### config.mk
export PLATFORM = sky130hd
export DESIGN_NAME = fsc_ctrl
export DESIGN_NICKNAME = d
export VERILOG_FILES = /design/src/logic/fsc_pkg.sv /design/src/logic/fsc_cyc_if.sv /design/src/logic/fsc_ctrl.sv /design/src/logic/fsc_pin_cycle.sv
export SDC_FILE = /design/constraint.sdc
export NUM_CORES = 1
export LEC_CHECK = 0
export ABC_CLOCK_PERIOD_IN_PS = 2500
export BUFFER_PORTS_ARGS = -buffer_cell sky130_fd_sc_hd__buf_2
export CAP_MARGIN = 20
export CORE_ASPECT_RATIO = 0.6
export CORE_UTILIZATION = 35
export CTS_CLUSTER_SIZE = 8
export DETAILED_ROUTE_END_ITERATION = 16
export PLACE_DENSITY = 0.58
export REMOVE_ABC_BUFFERS = 1
export SLEW_MARGIN = 10
export SYNTH_ARGS = -nofsm -noshare
export SYNTH_HDL_FRONTEND = slang
export SYNTH_SLANG_ARGS = --single-unit
### constraint.sdc
create_clock -name CORE_CLK -period 2.5 [get_ports CORE_CLK]
set_input_delay 0.125 -clock CORE_CLK [delete_from_list [all_inputs] [get_ports CORE_CLK]]
set_output_delay 0.125 -clock CORE_CLK [all_outputs]
set_load 0.05 [all_outputs]
### src/logic/fsc_pkg.sv
// shared constants for the flash status and protection controller
package fsc_pkg;
  // wishbone register offsets (byte addresses)
  localparam logic [7:0] REG_CTRL   = 8'h00;
  localparam logic [7:0] REG_ADDR   = 8'h04;
  localparam logic [7:0] REG_DATA   = 8'h08;
  localparam logic [7:0] REG_STATUS = 8'h0c;
  localparam logic [7:0] REG_RESULT = 8'h10;
  // control register fields
  localparam int CTRL_OP_LSB  = 0;  // operation code, 3 bits
  localparam int CTRL_GO_BIT  = 4;  // write one to start
  localparam int CTRL_RST_BIT = 8;  // drive reset/power-down low
  localparam int CTRL_WP_BIT  = 9;  // drive write-protect low
  // operations
  localparam logic [2:0] OP_READ_STATUS = 3'h0;
  localparam logic [2:0] OP_CLEAR       = 3'h1;
  localparam logic [2:0] OP_READ_ARRAY  = 3'h2;
  localparam logic [2:0] OP_CLEAR_LOCKS = 3'h3;
  localparam logic [2:0] OP_SET_LOCK    = 3'h4;
  localparam logic [2:0] OP_ERASE       = 3'h5;
  localparam logic [2:0] OP_WRITE       = 3'h6;
  localparam logic [2:0] OP_READ_WORD   = 3'h7;
  // flash command codes
  localparam logic [7:0] CMD_READ_ARRAY  = 8'hff;
  localparam logic [7:0] CMD_READ_STATUS = 8'h70;
  localparam logic [7:0] CMD_CLEAR       = 8'h50;
  localparam logic [7:0] CMD_LOCK_SETUP  = 8'h60;
  localparam logic [7:0] CMD_LOCK_SET    = 8'h01;
  localparam logic [7:0] CMD_CONFIRM     = 8'hd0;
  localparam logic [7:0] CMD_ERASE_SETUP = 8'h20;
  localparam logic [7:0] CMD_WRITE_SETUP = 8'h40;
  // status bit positions
  localparam int SR_READY  = 7;
  localparam int SR_ERASE  = 5;
  localparam int SR_WRITE  = 4;
  localparam int SR_SUPPLY = 3;
  localparam int SR_PROT   = 1;
  // pin timing: each strobe phase 100 ns rounded up to 13 clocks, held 14 clocks (112 ns)
  localparam int PHASE_NS     = 100;
  localparam int CLK_NS       = 8;
  localparam int PHASE_CYC    = (PHASE_NS + CLK_NS - 1) / CLK_NS;
  localparam logic [3:0] PHASE_CNT = 4'(PHASE_CYC);
  // result register error codes
  localparam logic [1:0] RES_OK    = 2'h0;
  localparam logic [1:0] RES_ERROR = 2'h1;
endpackage : fsc_pkg

### src/logic/fsc_cyc_if.sv
// interface between sequencer and pin cycle engine
`timescale 1ns/1ps
interface fsc_cyc_if;
  logic        req;    // start one pin cycle
  logic        wr;     // one = write, zero = read
  logic [19:0] addr;   // word address
  logic [15:0] wdata;  // write data
  logic [15:0] rdata;  // captured read data
  logic        done;   // one-cycle pulse at end
  modport master (output req, wr, addr, wdata, input rdata, done);
  modport engine (input req, wr, addr, wdata, output rdata, done);
endinterface : fsc_cyc_if

### src/logic/fsc_ctrl.sv
// host controller for flash command, status and protection
`timescale 1ns/1ps
module fsc_ctrl
  import fsc_pkg::*;
(
  // clock and reset
  input  wire logic        CORE_CLK,
  input  wire logic        RST_N,
  // wishbone slave
  input  wire logic        WB_CYC_I,
  input  wire logic        WB_STB_I,
  input  wire logic        WB_WE_I,
  input  wire logic [7:0]  WB_ADR_I,
  input  wire logic [31:0] WB_DAT_I,
  input  wire logic [3:0]  WB_SEL_I,
  output logic [31:0]      WB_DAT_O,
  output logic             WB_ACK_O,
  // flash control pins
  output logic             CE_N,
  output logic             OE_N,
  output logic             WE_N,
  output logic             RESET_POWERDOWN_IN_N,
  output logic             WP_N,
  input  wire logic        READY_BUSY_OUT,
  // flash address and data
  output logic [19:0]      FL_ADDR,
  input  wire logic [15:0] DQ_I,
  output logic [15:0]      DQ_O,
  output logic             DQ_OE
);
  import fsc_pkg::*;

  typedef enum logic [6:0] {
    SQ_IDLE  = 7'b0000001,  // waiting for go
    SQ_CMD1  = 7'b0000010,  // first command write
    SQ_CMD2  = 7'b0000100,  // confirm or data write
    SQ_POLLC = 7'b0001000,  // write read-status command
    SQ_POLLR = 7'b0010000,  // read status
    SQ_TAIL  = 7'b0100000,  // trailing read-array command
    SQ_READ  = 7'b1000000   // read one array word
  } fsc_sq_e;

  fsc_cyc_if cyc ();         // link to pin engine

  fsc_sq_e     st, next_st;          // sequencer state
  logic [2:0]  op, next_op;          // operation in progress
  logic [19:0] tgt, next_tgt;        // target address
  logic [15:0] dat, next_dat;        // write data / read result
  logic [7:0]  stat, next_stat;      // last status byte read
  logic [1:0]  res, next_res;        // result code
  logic        rst_ctl, next_rst_ctl;  // hold device in reset
  logic        wp_ctl, next_wp_ctl;    // hold write protect low
  logic        ack, next_ack;          // bus acknowledge
  logic [31:0] rdo, next_rdo;          // bus read data
  logic        req, next_req;          // pin cycle request
  logic        cwr, next_cwr;          // pin cycle direction
  logic [15:0] cwd, next_cwd;          // pin cycle data
  logic        go;                     // software start strobe
  logic        busy;                   // sequencer active

  // setup code of a data-changing operation
  function automatic logic [7:0] setup_code(input logic [2:0] o);
    case (o)
      OP_CLEAR_LOCKS: setup_code = CMD_LOCK_SETUP;
      OP_SET_LOCK:    setup_code = CMD_LOCK_SETUP;
      OP_ERASE:       setup_code = CMD_ERASE_SETUP;
      OP_WRITE:       setup_code = CMD_WRITE_SETUP;
      OP_CLEAR:       setup_code = CMD_CLEAR;
      OP_READ_ARRAY:  setup_code = CMD_READ_ARRAY;
      default:        setup_code = CMD_READ_STATUS;
    endcase
  endfunction : setup_code

  // error bits seen in a status byte
  function automatic logic has_error(input logic [7:0] s);
    has_error = s[SR_ERASE] | s[SR_WRITE] | s[SR_SUPPLY] | s[SR_PROT];
  endfunction : has_error

  assign busy = (st != SQ_IDLE);
  assign go = WB_CYC_I && WB_STB_I && WB_WE_I && !ack && WB_SEL_I[0]
              && (WB_ADR_I == REG_CTRL) && WB_DAT_I[CTRL_GO_BIT] && !busy
              && !rst_ctl;

  assign cyc.req   = req;
  assign cyc.wr    = cwr;
  assign cyc.addr  = tgt;
  assign cyc.wdata = cwd;

  // bus slave: one wait state, ack for every address, unmapped reads zero
  always_comb begin
    next_ack = WB_CYC_I && WB_STB_I && !ack;
    next_rdo = 32'h00000000;
    next_rst_ctl = rst_ctl;
    next_wp_ctl = wp_ctl;
    if (WB_CYC_I && WB_STB_I && !ack) begin
      if (WB_WE_I) begin
        if (WB_ADR_I == REG_CTRL && WB_SEL_I[1]) begin
          next_rst_ctl = WB_DAT_I[CTRL_RST_BIT];
          next_wp_ctl  = WB_DAT_I[CTRL_WP_BIT];
        end
      end else begin
        case (WB_ADR_I)
          // busy sits at bit 5, beside the go bit at 4
          REG_CTRL:   next_rdo = {22'h0, wp_ctl, rst_ctl, 2'h0, busy,
                                  2'h0, op};
          REG_ADDR:   next_rdo = {12'h000, tgt};
          REG_DATA:   next_rdo = {16'h0000, dat};
          REG_STATUS: next_rdo = {23'h0, READY_BUSY_OUT, stat};
          REG_RESULT: next_rdo = {30'h0, res};
          default:    next_rdo = 32'h00000000;
        endcase
      end
    end
  end

  // sequencer: lock, erase and write ops run setup, confirm, poll until ready, then read-array
  always_comb begin
    next_st = st; next_op = op; next_tgt = tgt; next_dat = dat;
    next_stat = stat; next_res = res;
    next_req = 1'b0; next_cwr = cwr; next_cwd = cwd;
    if (!busy && WB_CYC_I && WB_STB_I && WB_WE_I && !ack) begin
      if (WB_ADR_I == REG_ADDR) next_tgt = WB_DAT_I[19:0];
      if (WB_ADR_I == REG_DATA) next_dat = WB_DAT_I[15:0];
    end
    case (st)
      SQ_IDLE: begin
        if (go) begin
          next_op = WB_DAT_I[CTRL_OP_LSB +: 3];
          next_res = RES_OK;
          if (WB_DAT_I[CTRL_OP_LSB +: 3] == OP_READ_WORD) begin
            next_st = SQ_READ; next_req = 1'b1; next_cwr = 1'b0;
          end else begin
            next_st = SQ_CMD1; next_req = 1'b1; next_cwr = 1'b1;
            next_cwd = {8'h00, setup_code(WB_DAT_I[CTRL_OP_LSB +: 3])};
          end
        end
      end
      SQ_CMD1: begin
        if (cyc.done) begin
          if (op >= OP_CLEAR_LOCKS) begin
            // second write confirms the change
            next_st = SQ_CMD2; next_req = 1'b1; next_cwr = 1'b1;
            case (op)
              OP_SET_LOCK: next_cwd = {8'h00, CMD_LOCK_SET};
              OP_WRITE:    next_cwd = dat;
              default:     next_cwd = {8'h00, CMD_CONFIRM};
            endcase
          end else if (op == OP_READ_STATUS) begin
            next_st = SQ_POLLR; next_req = 1'b1; next_cwr = 1'b0;
          end else begin
            next_st = SQ_IDLE;
          end
        end
      end
      SQ_CMD2: begin
        if (cyc.done) begin
          next_st = SQ_POLLR; next_req = 1'b1; next_cwr = 1'b0;
        end
      end
      SQ_POLLC: begin
        if (cyc.done) begin
          next_st = SQ_POLLR; next_req = 1'b1; next_cwr = 1'b0;
        end
      end
      SQ_POLLR: begin
        if (cyc.done) begin
          next_stat = cyc.rdata[7:0];
          if (!cyc.rdata[SR_READY]) begin
            // machine still busy, poll again
            next_req = 1'b1; next_cwr = 1'b0;
          end else begin
            if (has_error(cyc.rdata[7:0])) next_res = RES_ERROR;
            if (op >= OP_CLEAR_LOCKS) begin
              // return device to array reads
              next_st = SQ_TAIL; next_req = 1'b1; next_cwr = 1'b1;
              next_cwd = {8'h00, CMD_READ_ARRAY};
            end else next_st = SQ_IDLE;
          end
        end
      end
      SQ_TAIL: if (cyc.done) next_st = SQ_IDLE;
      SQ_READ: begin
        if (cyc.done) begin
          next_dat = cyc.rdata; next_st = SQ_IDLE;
        end
      end
      default: next_st = SQ_IDLE;
    endcase
  end

  // registers; device reset abandons the sequence
  always_ff @(posedge CORE_CLK) begin
    if (!RST_N) begin
      st <= SQ_IDLE; op <= OP_READ_STATUS; tgt <= 20'h00000;
      dat <= 16'h0000; stat <= 8'h00; res <= RES_OK;
      rst_ctl <= 1'b1; wp_ctl <= 1'b1; ack <= 1'b0;
      rdo <= 32'h00000000; req <= 1'b0; cwr <= 1'b0; cwd <= 16'h0000;
    end else begin
      st <= (rst_ctl && st != SQ_IDLE) ? SQ_IDLE : next_st;
      op <= next_op; tgt <= next_tgt; dat <= next_dat;
      stat <= rst_ctl ? 8'h00 : next_stat;
      res <= next_res; rst_ctl <= next_rst_ctl; wp_ctl <= next_wp_ctl;
      ack <= next_ack; rdo <= next_rdo;
      req <= rst_ctl ? 1'b0 : next_req;
      cwr <= next_cwr; cwd <= next_cwd;
    end
  end

  // pin cycle engine, chip enable only for our cycles
  fsc_pin_cycle u_pin (
    .clk    (CORE_CLK),
    .rst_n  (RST_N),
    .cyc    (cyc.engine),
    .ce_n   (CE_N),
    .oe_n   (OE_N),
    .we_n   (WE_N),
    .addr   (FL_ADDR),
    .dq_in  (DQ_I),
    .dq_out (DQ_O),
    .dq_oe  (DQ_OE)
  );

  assign RESET_POWERDOWN_IN_N = ~rst_ctl;
  assign WP_N = ~wp_ctl;
  assign WB_ACK_O = ack;
  assign WB_DAT_O = rdo;

  AST_ACK_ONE: assert property (@(posedge CORE_CLK) disable iff (!RST_N)
    WB_ACK_O |=> !WB_ACK_O) else $error("ack held two cycles");
  AST_RESET_IDLE: assert property (@(posedge CORE_CLK) disable iff (!RST_N)
    rst_ctl |=> ##1 (st == SQ_IDLE)) else $error("busy in reset");
  AST_STAT_CLR: assert property (@(posedge CORE_CLK) disable iff (!RST_N)
    rst_ctl |=> (stat == 8'h00)) else $error("status kept");
  AST_TAIL: assert property (@(posedge CORE_CLK) disable iff (!RST_N)
    (st == SQ_POLLR && cyc.done && cyc.rdata[SR_READY]
     && op >= OP_CLEAR_LOCKS && !rst_ctl) |=> (st == SQ_TAIL
     && cwd[7:0] == CMD_READ_ARRAY)) else $error("no read-array");
  AST_CONFIRM: assert property (@(posedge CORE_CLK) disable iff (!RST_N)
    (st == SQ_CMD1 && cyc.done && op >= OP_CLEAR_LOCKS && !rst_ctl)
    |=> (st == SQ_CMD2)) else $error("no confirm write");
  AST_ERR: assert property (@(posedge CORE_CLK) disable iff (!RST_N)
    (st == SQ_POLLR && cyc.done && cyc.rdata[SR_READY]
     && has_error(cyc.rdata[7:0])) |=> (res == RES_ERROR))
    else $error("error missed");
  AST_NO_WR_RST: assert property (@(posedge CORE_CLK) disable iff (!RST_N)
    $rose(rst_ctl) |-> ##[1:40] WE_N) else $error("write in reset");
  AST_WP: assert property (@(posedge CORE_CLK) disable iff (!RST_N)
    WP_N == !wp_ctl) else $error("wp mismatch");
endmodule : fsc_ctrl

### src/logic/fsc_pin_cycle.sv
// one asynchronous flash bus cycle on the parallel pins
`timescale 1ns/1ps
module fsc_pin_cycle
  import fsc_pkg::*;
(
  // clock and reset
  input  wire logic        clk,
  input  wire logic        rst_n,
  // request side
  fsc_cyc_if.engine        cyc,
  // flash pins
  output logic             ce_n,
  output logic             oe_n,
  output logic             we_n,
  output logic [19:0]      addr,
  input  wire logic [15:0] dq_in,
  output logic [15:0]      dq_out,
  output logic             dq_oe
);
  typedef enum logic [3:0] {
    PC_IDLE   = 4'b0001,
    PC_SETUP  = 4'b0010,
    PC_STROBE = 4'b0100,
    PC_HOLD   = 4'b1000
  } fsc_pc_e;
  fsc_pc_e     st, next_st;      // cycle state
  logic [3:0]  cnt, next_cnt;    // phase timer
  logic        wr, next_wr;      // latched direction
  logic [15:0] rd, next_rd;      // captured data
  logic [19:0] next_addr;
  logic [15:0] next_dq_out;
  logic        next_ce_n, next_oe_n, next_we_n, next_dq_oe;
  logic        done_r, next_done;

  assign cyc.rdata = rd;
  assign cyc.done  = done_r;

  // next state: both enables low only during the strobe phase
  always_comb begin
    next_st = st; next_cnt = cnt; next_wr = wr; next_rd = rd;
    next_addr = addr; next_dq_out = dq_out; next_done = 1'b0;
    next_ce_n = ce_n; next_oe_n = oe_n; next_we_n = we_n;
    next_dq_oe = dq_oe;
    case (st)
      PC_IDLE: begin
        if (cyc.req) begin
          next_st = PC_SETUP; next_cnt = PHASE_CNT;
          next_wr = cyc.wr; next_addr = cyc.addr;
          next_dq_out = cyc.wdata; next_dq_oe = cyc.wr;
          next_ce_n = 1'b0;
        end
      end
      PC_SETUP: begin
        if (cnt == 4'h0) begin
          next_st = PC_STROBE; next_cnt = PHASE_CNT;
          next_we_n = ~wr;  // write taken only with ce and we low
          next_oe_n = wr;
        end else next_cnt = cnt - 4'h1;
      end
      PC_STROBE: begin
        if (cnt == 4'h0) begin
          next_st = PC_HOLD; next_cnt = PHASE_CNT;
          next_we_n = 1'b1; next_oe_n = 1'b1;
          if (!wr) next_rd = dq_in;
        end else next_cnt = cnt - 4'h1;
      end
      PC_HOLD: begin
        if (cnt == 4'h0) begin
          next_st = PC_IDLE; next_ce_n = 1'b1;
          next_dq_oe = 1'b0; next_done = 1'b1;
        end else next_cnt = cnt - 4'h1;
      end
      default: next_st = PC_IDLE;
    endcase
  end

  // registers; writes blocked by holding ce and we high at rest
  always_ff @(posedge clk) begin
    if (!rst_n) begin
      st <= PC_IDLE; cnt <= 4'h0; wr <= 1'b0; rd <= 16'h0000;
      addr <= 20'h00000; dq_out <= 16'h0000; dq_oe <= 1'b0;
      ce_n <= 1'b1; oe_n <= 1'b1; we_n <= 1'b1; done_r <= 1'b0;
    end else begin
      st <= next_st; cnt <= next_cnt; wr <= next_wr; rd <= next_rd;
      addr <= next_addr; dq_out <= next_dq_out; dq_oe <= next_dq_oe;
      ce_n <= next_ce_n; oe_n <= next_oe_n; we_n <= next_we_n;
      done_r <= next_done;
    end
  end

  AST_WE_WITH_CE: assert property (@(posedge clk) disable iff (!rst_n)
    !we_n |-> !ce_n) else $error("we low without ce");
  AST_NO_WRITE_IDLE: assert property (@(posedge clk) disable iff (!rst_n)
    (st == PC_IDLE) |-> we_n && ce_n) else $error("strobe at rest");
endmodule : fsc_pin_cycle

==> results.json, run 1 <==
{
  "synth_most_common_cell": "nand2_1",
  "critical_path_class": "reg2reg",
  "synth_cell_types": 66,
  "grt_max_degree": 37,
  "critPathMaxStageDelay_ns": 0.43,
  "dieHeight_um": 110,
  "crit_arrival_ns": 2.54,
  "clock-sinks": 161,
  "ys_seq_elements": 161,
  "globalRouteOverflowTotal": 0,
  "ys_top_cells_by_count": "nand2_1 (199), dfxtp_1 (161), a21oi_1 (79), nor2_1 (55), mux2i_1 (44)",
  "yosysTopAreaCell": "dfxtp_1",
  "grt_pass1_wl_mm": 31.8,
  "cts_max_path_buffers": 2,
  "cp-start-kind": "register",
  "drive_gt1_frac": 0.205,
  "drc_errors": 0,
  "cts_hold_buf": 33,
  "syn_avg_cell_area_um2": 8.34,
  "fillers": 1907,
  "hold_ws_ns": 0.0419,
  "setup_violations": 0,
  "die_area_mm2": 0.0200,
  "avgViaCountPerCell": 5.14,
  "synthTopCellsByArea": "dfxtp_1 (47%), nand2_1 (11%), mux2i_1 (6.5%), a21oi_1 (5.8%), nor2_1 (3.0%)",
  "cpMaxStageDelayCell": "nor2_1",
  "numCtsBuffers": 17,
  "r2r_start": "st[2]",
  "dr.pass1.iters": 5,
  "ys_warn_count": 0,
  "crit_required_ns": 2.86,
  "fin_nets": 1022,
  "synth_area_mm2": 0.00681,
  "maxSlewHeadroom": 0.484,
  "synth_top_area_share": 0.474,
  "ys.flop_type": "dfxtp_1",
  "p_leak_nw": 3.32,
  "ios": 141,
  "fp.dieW_um": 182,
  "drv_cap": 0,
  "min_from": "RST_N",
  "min_to": "rst_ctl",
  "hold_viol": 0,
  "h-tree-depth": 4,
  "yosysSeqAreaShare": 0.474,
  "worst_pin_slew_ns": 0.766,
  "ys_async_sr_fraction": 0,
  "utilization": 0.448,
  "hold_class": "in2reg",
  "cp_max_fo": 10,
  "status": "finished, final reports clean",
  "drv_slew": 0,
  "hold_depth": 2,
  "max_freq_mhz": 458,
  "ant_nets": 0,
  "vias": 6234,
  "cts_tree": "done",
  "n_antenna_cell": 0,
  "cts_root_buf": "clkbuf_16",
  "reg2reg_to": "cwd[9]",
  "worstPathCellList": "nor2_1 > nand3_1 > a21o_1 > o211ai_1 > buf_4 > mux2i_1",
  "clk_pin_slew_worst_paths_ns": 0.07,
  "fin_tns_setup_ns": 0,
  "grtUsageTotal": 0.209,
  "wl_per_cell_um": 16.9,
  "start_util": 0.358,
  "fin_skew_ns": 0.0107,
  "synthCells": 816,
  "grt_pass1_vias": 5644,
  "portBuffers": 114,
  "p_per_area_mw_per_mm2": 642,
  "num_rows": 39,
  "post-route-min-period_ns": 2.18,
  "core_area_mm2": 0.0190,
  "antenna_found_initial": 0,
  "fin_crit_sh": 0.873,
  "cts_setup_buffers": 0,
  "insertion_delay_ns": 0.43,
  "synth_edf_count": 0,
  "routabilityCongestion": 0.904,
  "dp_hpwl_mm": 14.4,
  "area_delta_synth_final_pct": 25.3,
  "wirelength_mm": 20.5,
  "rsz0062_at_grt": "false",
  "reg2reg_depth": 6,
  "post_cts_resized": 0,
  "critPathCaptureType": "register",
  "drt_iter0_drc": 559,
  "r2r_slack_ns": 0.32,
  "peakVddDrop_uv": 548
}
[metrics by stage]
stage / worst slack [ns] / instance area (µm²) / power (W) / instances
6_report: 0.319 / 8530 / 0.00548 / 1213
5_1_grt: 0.182 / 8530 / 0.00565 / 1213
4_1_cts: 0.389 / 8530 / 0.00551 / 1213
3_5_place_dp: 0.425 / 7610 / 0.00282 / 1149
3_3_place_gp: 0.429 / 7610 / 0.00282 / 1149
2_1_floorplan: -1.02 / 6460 / 0.00272 / 755
[area by class of cell]
| type | instances | area, µm² | share of cell area |
|---|---|---|---|
| inverters | 14 | 52.6 | 0.00616 |
| clock buffers | 17 | 425 | 0.0499 |
| clock inverters | 14 | 168 | 0.0197 |
| multi-input cells | 580 | 3190 | 0.373 |
| repair buffers | 181 | 1170 | 0.137 |
| flip-flops and latches | 161 | 3220 | 0.378 |
| well taps | 246 | 308 | 0.0361 |
[power by group]
| part | switching, W | internal [W] | total (W) |
|---|---|---|---|
| Sequential | 0.00000134 | 0.00256 | 0.00257 |
| Clock | 0.00116 | 0.00150 | 0.00267 |
| Combinational | 0.000152 | 0.0000909 | 0.000243 |
| Total | 0.00132 | 0.00416 | 0.00548 |
[layout by cell type, fill, tap and decap left out, types with 7 or more instances in the layout]
cell type	instances
buf_2	114
mux2i_1	44
nor2_1	55
dfxtp_1	161
and3_1	8
nand3_1	20
a22oi_1	11
dlygate4sd3_1	33
conb_1	12
clkbuf_16	17
o21ai_0	30
a21oi_1	79
nand2_1	199
nor3_1	7
a31oi_1	18
inv_1	13
buf_4	33
nand2b_1	8
[sequential cells by signal, summed over array words and instances (netlist names), 3 cells and up]
name             cells
WB_DAT_O            20
cyc.addr            20
stat                 8
u_pin.cnt            4
op                   3
dat                 16
u_pin.addr          20
cwd                 16
u_pin.cyc.rdata     16
st                   6
u_pin.st             4
u_pin.dq_out        16
[worst max path at each step]
stage / from / to / cells past startpoint
6_report: st[2] / cwd[9] / 6
5_1_grt: st[2] / cwd[9] / 6
3_5_place_dp: st[2] / cwd[13] / 6
3_3_place_gp: st[1] / cwd[13] / 6
4_1_cts: st[2] / cwd[9] / 6
2_1_floorplan: WB_ACK_O / cyc.addr[0] / 5
[metal layers]
metal / global-route usage / routed length [µm]
met2: 0.285 / 7970
met5: 0 / 0
met1: 0.327 / 10900
met3: 0.0434 / 1580
met4: 0.0510 / 106
[critical path: cells and delay by family (launching register included)]
kind	cells	cell delay [ns]
buffers and inverters	1	0.29
AOI/OAI and AO/OA	2	0.39
DFF	1	0.42
and+or+nand+nor	2	0.79
muxes	1	0.21
[logic make-up (layout without fill, tap and decap cells)]
kind of cell | Yosys count | after routing | share of synthesized area
other cells | 1 | 12 | 0.000551
fa+ha+maj | 1 | 1 | 0.00184
xor+xnor | 4 | 4 | 0.00515
flops | 161 | 161 | 0.474
buf+inv | 86 | 226 | 0.0653
simple gates | 336 | 336 | 0.223
mux | 47 | 47 | 0.0697
compound gates | 180 | 180 | 0.161
No activity file was read; power rests on OpenSTA's default activity.
==> inputs of run 2 (changes only) <==
- ABC_AREA: unset -> 1
==> results.json, run 2 <==
{
  "status": "finished, final reports clean",
  "h-tree-depth": 4,
  "worst_pin_slew_ns": 0.704,
  "final_common_cell": "dfxtp_1",
  "yosysTopAreaCell": "dfxtp_1",
  "avgViaCountPerCell": 4.79,
  "p_sw_w": 0.00155,
  "cts_tree": "done",
  "start_util": 0.365,
  "num_rows": 39,
  "cp_common_cell": "inv_1",
  "ys_seq_elements": 161,
  "synth_cell_types": 44,
  "final_area_mm2": 0.00854,
  "wirelength_mm": 20.1,
  "fin_crit_sh": 0.804,
  "critical_path_class": "reg2reg",
  "critPathCaptureType": "register",
  "drv_slew": 0,
  "globalRouteOverflowTotal": 0,
  "clk_pin_slew_worst_paths_ns": 0.06,
  "hold_class": "in2reg",
  "numCtsBuffers": 17,
  "drc_errors": 0,
  "dieHeight_um": 112,
  "max_freq_mhz": 498,
  "dp_hpwl_mm": 14.2,
  "drt_iter0_drc": 603,
  "p_int_w": 0.00412,
  "fin_nets": 1133,
  "synthCells": 949,
  "vias": 6438,
  "grtUsageMet3": 0.0451,
  "portBuffers": 114,
  "cp-start-kind": "register",
  "p_per_area_mw_per_mm2": 663,
  "grt_pass1_wl_mm": 31.7,
  "path_buf_inv": 2,
  "crit_required_ns": 2.78,
  "cts_max_path_buffers": 2,
  "setup_violations": 0,
  "worstPathCellList": "inv_1 > ha_1 > nand2_1 > nor3_1 > inv_1 > o21ai_0 > a21oi_1",
  "clock-sinks": 161,
  "insertion_delay_ns": 0.42,
  "syn_avg_cell_area_um2": 7.47,
  "cp_top_family": "buffers and inverters",
  "cpMaxStageDelayCell": "inv_1",
  "synth_edf_count": 0,
  "grtUsageTotal": 0.198,
  "use_met1": 0.330,
  "synthTopCellsByArea": "dfxtp_1 (45%), a21oi_1 (8.1%), nand2_1 (7.1%), inv_1 (6.5%), o21ai_0 (5.6%)",
  "grtUsageMet2": 0.244,
  "rsz0062_at_grt": "false",
  "grt_max_degree": 117,
  "critPathMaxStageDelay_ns": 0.39,
  "comb_power_share": 0.097,
  "synth_top_area_share": 0.455,
  "cts_root_buf": "clkbuf_16",
  "fp.dieW_um": 186,
  "yosysSeqAreaShare": 0.455,
  "ant_nets": 0,
  "hold_viol": 0,
  "area_delta_synth_final_pct": 20.6,
  "routabilityCongestion": 0.904,
  "peakVddDrop_uv": 498,
  "maxSlewHeadroom": 0.530,
  "n_antenna_cell": 0,
  "detailed_place.area_mm2": 0.00777,
  "busiest_layer": "met1",
  "final_cell_mix": "dfxtp_1 (161), nand2_1 (134), inv_1 (122), a21oi_1 (114), buf_2 (114)",
  "pwr-share-clk": 0.433,
  "fin_skew_ns": 0.00966,
  "grt_pass1_vias": 5727,
  "post-route-min-period_ns": 2.01,
  "p_leak_nw": 3.81,
  "ys_top_cells_by_count": "dfxtp_1 (161), nand2_1 (134), inv_1 (122), a21oi_1 (114), nor2_1 (95)",
  "cp_max_fo": 21,
  "cts_setup_buffers": 0,
  "core_area_mm2": 0.0194,
  "antenna_found_initial": 0,
  "ys_warn_count": 0,
  "synth_area_mm2": 0.00708,
  "crit_arrival_ns": 2.29,
  "synth_most_common_cell": "dfxtp_1",
  "die_area_mm2": 0.0208,
  "wl_per_cell_um": 14.9,
  "p_seq_frac": 0.470,
  "switching_share": 0.273,
  "ys.flop_type": "dfxtp_1",
  "drive_gt1_frac": 0.180,
  "ios": 141,
  "dr.pass1.iters": 4,
  "report.power.total_w": 0.00567,
  "ys_async_sr_fraction": 0,
  "drv_cap": 0
}
[run 2: changes by cell type in the layout (fill, tap and decap cells not counted), sizes merged, moves of 23 or more]
cell,previous run,this run
o21ai,30,107
a21oi,79,114
nand3,20,68
inv,22,132
mux2i,44,0
nand2,199,140
buf,148,125
nor2,56,110
[run 2: worst paths after layout]
path | startpoint | to | slack [ns] | cells after the start
worst max-delay path | u_pin.cnt[0] | u_pin.cyc.rdata[4] | 0.49 | 7
worst min register to register | u_pin.addr[7] | u_pin.addr[7] | 0.44 | 2
worst max register to register | u_pin.cnt[0] | u_pin.cyc.rdata[4] | 0.49 | 7
worst min-delay path | WB_DAT_I[3] | cyc.addr[3] | 0.004 | 3
[run 2: power by group through the flow]
stage	Sequential [W]	Combinational [W]	Clock (W)
3_5_place_dp	0.00272	0.000517	0
3_3_place_gp	0.00272	0.000520	0
4_1_cts	0.00266	0.000548	0.00251
5_1_grt	0.00267	0.000622	0.00264
6_report	0.00266	0.000549	0.00245
2_1_floorplan	0.00272	0.000334	0
[run 2: metal layers]
metal / part of all wire / vias to the layer above
met2: 0.35 / 215
met4: 0.0056 / 0
met5: 0 / -
met1: 0.57 / 2903
li1: - / 3310
met3: 0.075 / 10
[run 2: through the flow]
step                      setup WS [ns]  TNS, ns  utilization  std cells  hold WS, ns
after floorplan                  -0.101    -3.73            -        899        0.194
after global placement            0.541        0        0.400       1290        0.357
after detailed placement          0.541        0        0.400       1290        0.363
after CTS                         0.520        0        0.440       1345     0.000540
after global routing              0.196        0        0.440       1345       0.0151
final                             0.490        0        0.440       1345      0.00375
[run 2: worst min-delay path, delay by kind of cell]
family | cells | cell delay (ns)
buffers and inverters | 1 | 0.09
AO/OA/AOI/OAI | 2 | 0.17
[run 2: layout make-up]
type / instances / area, µm²
Clock inverter: 12 / 101
Timing Repair Buffer: 148 / 896
Inverter: 128 / 480
Tap cell: 266 / 333
Fill cell: 2041 / 10900
Sequential cell: 161 / 3220
Clock buffer: 20 / 447
Multi-Input combinational cell: 610 / 3060
[run 2: kinds of logic after synthesis]
logic type / share of synthesized area
flops: 0.455
buf+inv: 0.118
simple gates: 0.227
other cells: 0.000529
compound gates: 0.196
xor+xnor: 0.00124
fa+ha+maj: 0.00177
[run 2: repair_timing]
action / 4_1_cts / 5_1_grt
resized for setup: 0 / 0
setup endpoints to repair: 0 / 0
hold buffers: 23 / 0
hold endpoints to repair: 24 / 0
==> inputs of run 3 (changes only) <==
- ABC_CLOCK_PERIOD_IN_PS: 2500 -> 1900
- clock period: 2.5 -> 1.9 ns (I/O delays scaled with it)
==> results.json, run 3 (synthesized netlist as in run 2, its figures left out) <==
{
  "h-tree-depth": 4,
  "clock-sinks": 161,
  "start_util": 0.365,
  "grt_pass1_vias": 5826,
  "cts_root_buf": "clkbuf_16",
  "drv_slew": 0,
  "peakVddDrop_uv": 562,
  "core_area_mm2": 0.0194,
  "final_common_cell": "dfxtp_1",
  "fin_crit_sh": 0.917,
  "post-route-min-period_ns": 1.74,
  "n_antenna_cell": 0,
  "wl_met3_mm": 1.70,
  "status": "finished, final reports clean",
  "dp.cells": 1305,
  "final_cell_mix": "dfxtp_1 (161), nand2_1 (134), inv_1 (121), a21oi_1 (114), buf_2 (114)",
  "drc_errors": 0,
  "fp.dieW_um": 186,
  "vias": 6579,
  "top_layer": "met4",
  "cp-start-kind": "register",
  "setup_ws_ns": 0.158,
  "globalRouteOverflowTotal": 0,
  "rsz0062_at_grt": "false",
  "wl_per_cell_um": 14.8,
  "ant_nets": 0,
  "grt_pass1_wl_mm": 32.0,
  "fin_nets": 1157,
  "cts_tree": "done",
  "cts_max_path_buffers": 2,
  "wl_met1_mm": 11.3,
  "wl_met2_mm": 7.17,
  "crit_required_ns": 2.21,
  "dr.pass1.iters": 6,
  "cp_max_fo": 34,
  "wirelength_mm": 20.3,
  "portBuffers": 114,
  "dieHeight_um": 112,
  "p_per_area_mw_per_mm2": 847,
  "crit_arrival_ns": 2.05,
  "pre_cts_slack_ns": 0.152,
  "fillers": 2043,
  "antenna_found_initial": 0,
  "drive_gt1_frac": 0.191,
  "critical_path_class": "reg2reg",
  "grtUsageTotal": 0.199,
  "drv_cap": 0,
  "dp_hpwl_mm": 14.6,
  "fin_skew_ns": 0.00926,
  "cts_setup_buffers": 0,
  "hold_class": "in2reg",
  "num_rows": 39,
  "p_leak_nw": 3.95,
  "grt_max_degree": 117,
  "numCtsBuffers": 17,
  "clk_pin_slew_worst_paths_ns": 0.07,
  "avgViaCountPerCell": 4.81,
  "die_area_mm2": 0.0208,
  "routabilityCongestion": 0.890,
  "setup_violations": 0,
  "drt_iter0_drc": 518,
  "area_delta_synth_final_pct": 24.3,
  "insertion_delay_ns": 0.42,
  "hold_viol": 0,
  "ios": 141,
  "max_freq_mhz": 574,
  "fin_cells": 1368,
  "critPathCaptureType": "register"
}
==> run 3: cell count changes in the layout (fill, tap and decap cells not counted), sizes merged <==
cell and change:
inv -1, clkbuf -2, buf +15, clkinv +3
dlygate4sd3 +9, clkinvlp -1
==> run 3: per-stage QoR <==
step | total power [W] | TNS (ns) | cell area [µm²] | hold WS [ns] | util
global placement | 0.00430 | 0 | 7940 | 0.330 | 0.409
floorplan | 0.00402 | -30.41 | 6770 | 0.164 | -
CTS | 0.00751 | 0 | 8800 | 0.00135 | 0.453
global route | 0.00777 | 0 | 8800 | 0.0279 | 0.453
finish | 0.00746 | 0 | 8800 | 0.0235 | 0.453
detailed placement | 0.00430 | 0 | 7940 | 0.339 | 0.409
==> run 3: power breakdown <==
group	switching [W]	internal (W)
clock network	0.00146	0.00172
logic	0.000502	0.000276
registers	0.0000571	0.00345
==> run 3: layout make-up <==
| cell class | instances | area, µm² | area share |
|---|---|---|---|
| Timing Repair Buffer | 172 | 1160 | 0.132 |
| Tap cell | 266 | 333 | 0.0378 |
| Clock buffer | 18 | 439 | 0.0499 |
| Multi-Input combinational cell | 610 | 3060 | 0.348 |
| Sequential cell | 161 | 3220 | 0.366 |
| Inverter | 128 | 480 | 0.0546 |
| Clock inverter | 13 | 104 | 0.0118 |
==> run 3: per-layer routing <==
metal	up-vias	GRT usage
met3	11	0.0483
met2	246	0.247
met1	2961	0.334
li1	3361	-
met5	-	0
met4	0	0.0311
==> run 3: repair_timing <==
| item | CTS | global route |
|---|---|---|
| gates resized for setup | 0 | 2 |
| hold buffers | 32 | 0 |
| hold endpoints to repair | 33 | 0 |
| endpoints found under the setup margin | 0 | 9 |
==> run 3: worst paths after layout <==
path                                startpoint            endpoint  slack, ns  cells after the start
worst max register to register        WB_ACK_O             cwd[13]       0.16                      9
worst max-delay path                  WB_ACK_O             cwd[13]       0.16                      9
worst min-delay path                   DQ_I[1]  u_pin.cyc.rdata[1]       0.02                      3
worst min register to register  u_pin.addr[17]      u_pin.addr[17]       0.44                      2
==> run 3: critical path, stage by stage (launching register included) <==
cell and delay (ns):
dfxtp_1 0.31, nor2_1 0.16, nand3_2 0.21, nor2_8 0.24, nand3_4 0.16, nand3_4 0.13
buf_12 0.18, nand3_1 0.09, nand2_1 0.07, nor2_1 0.05
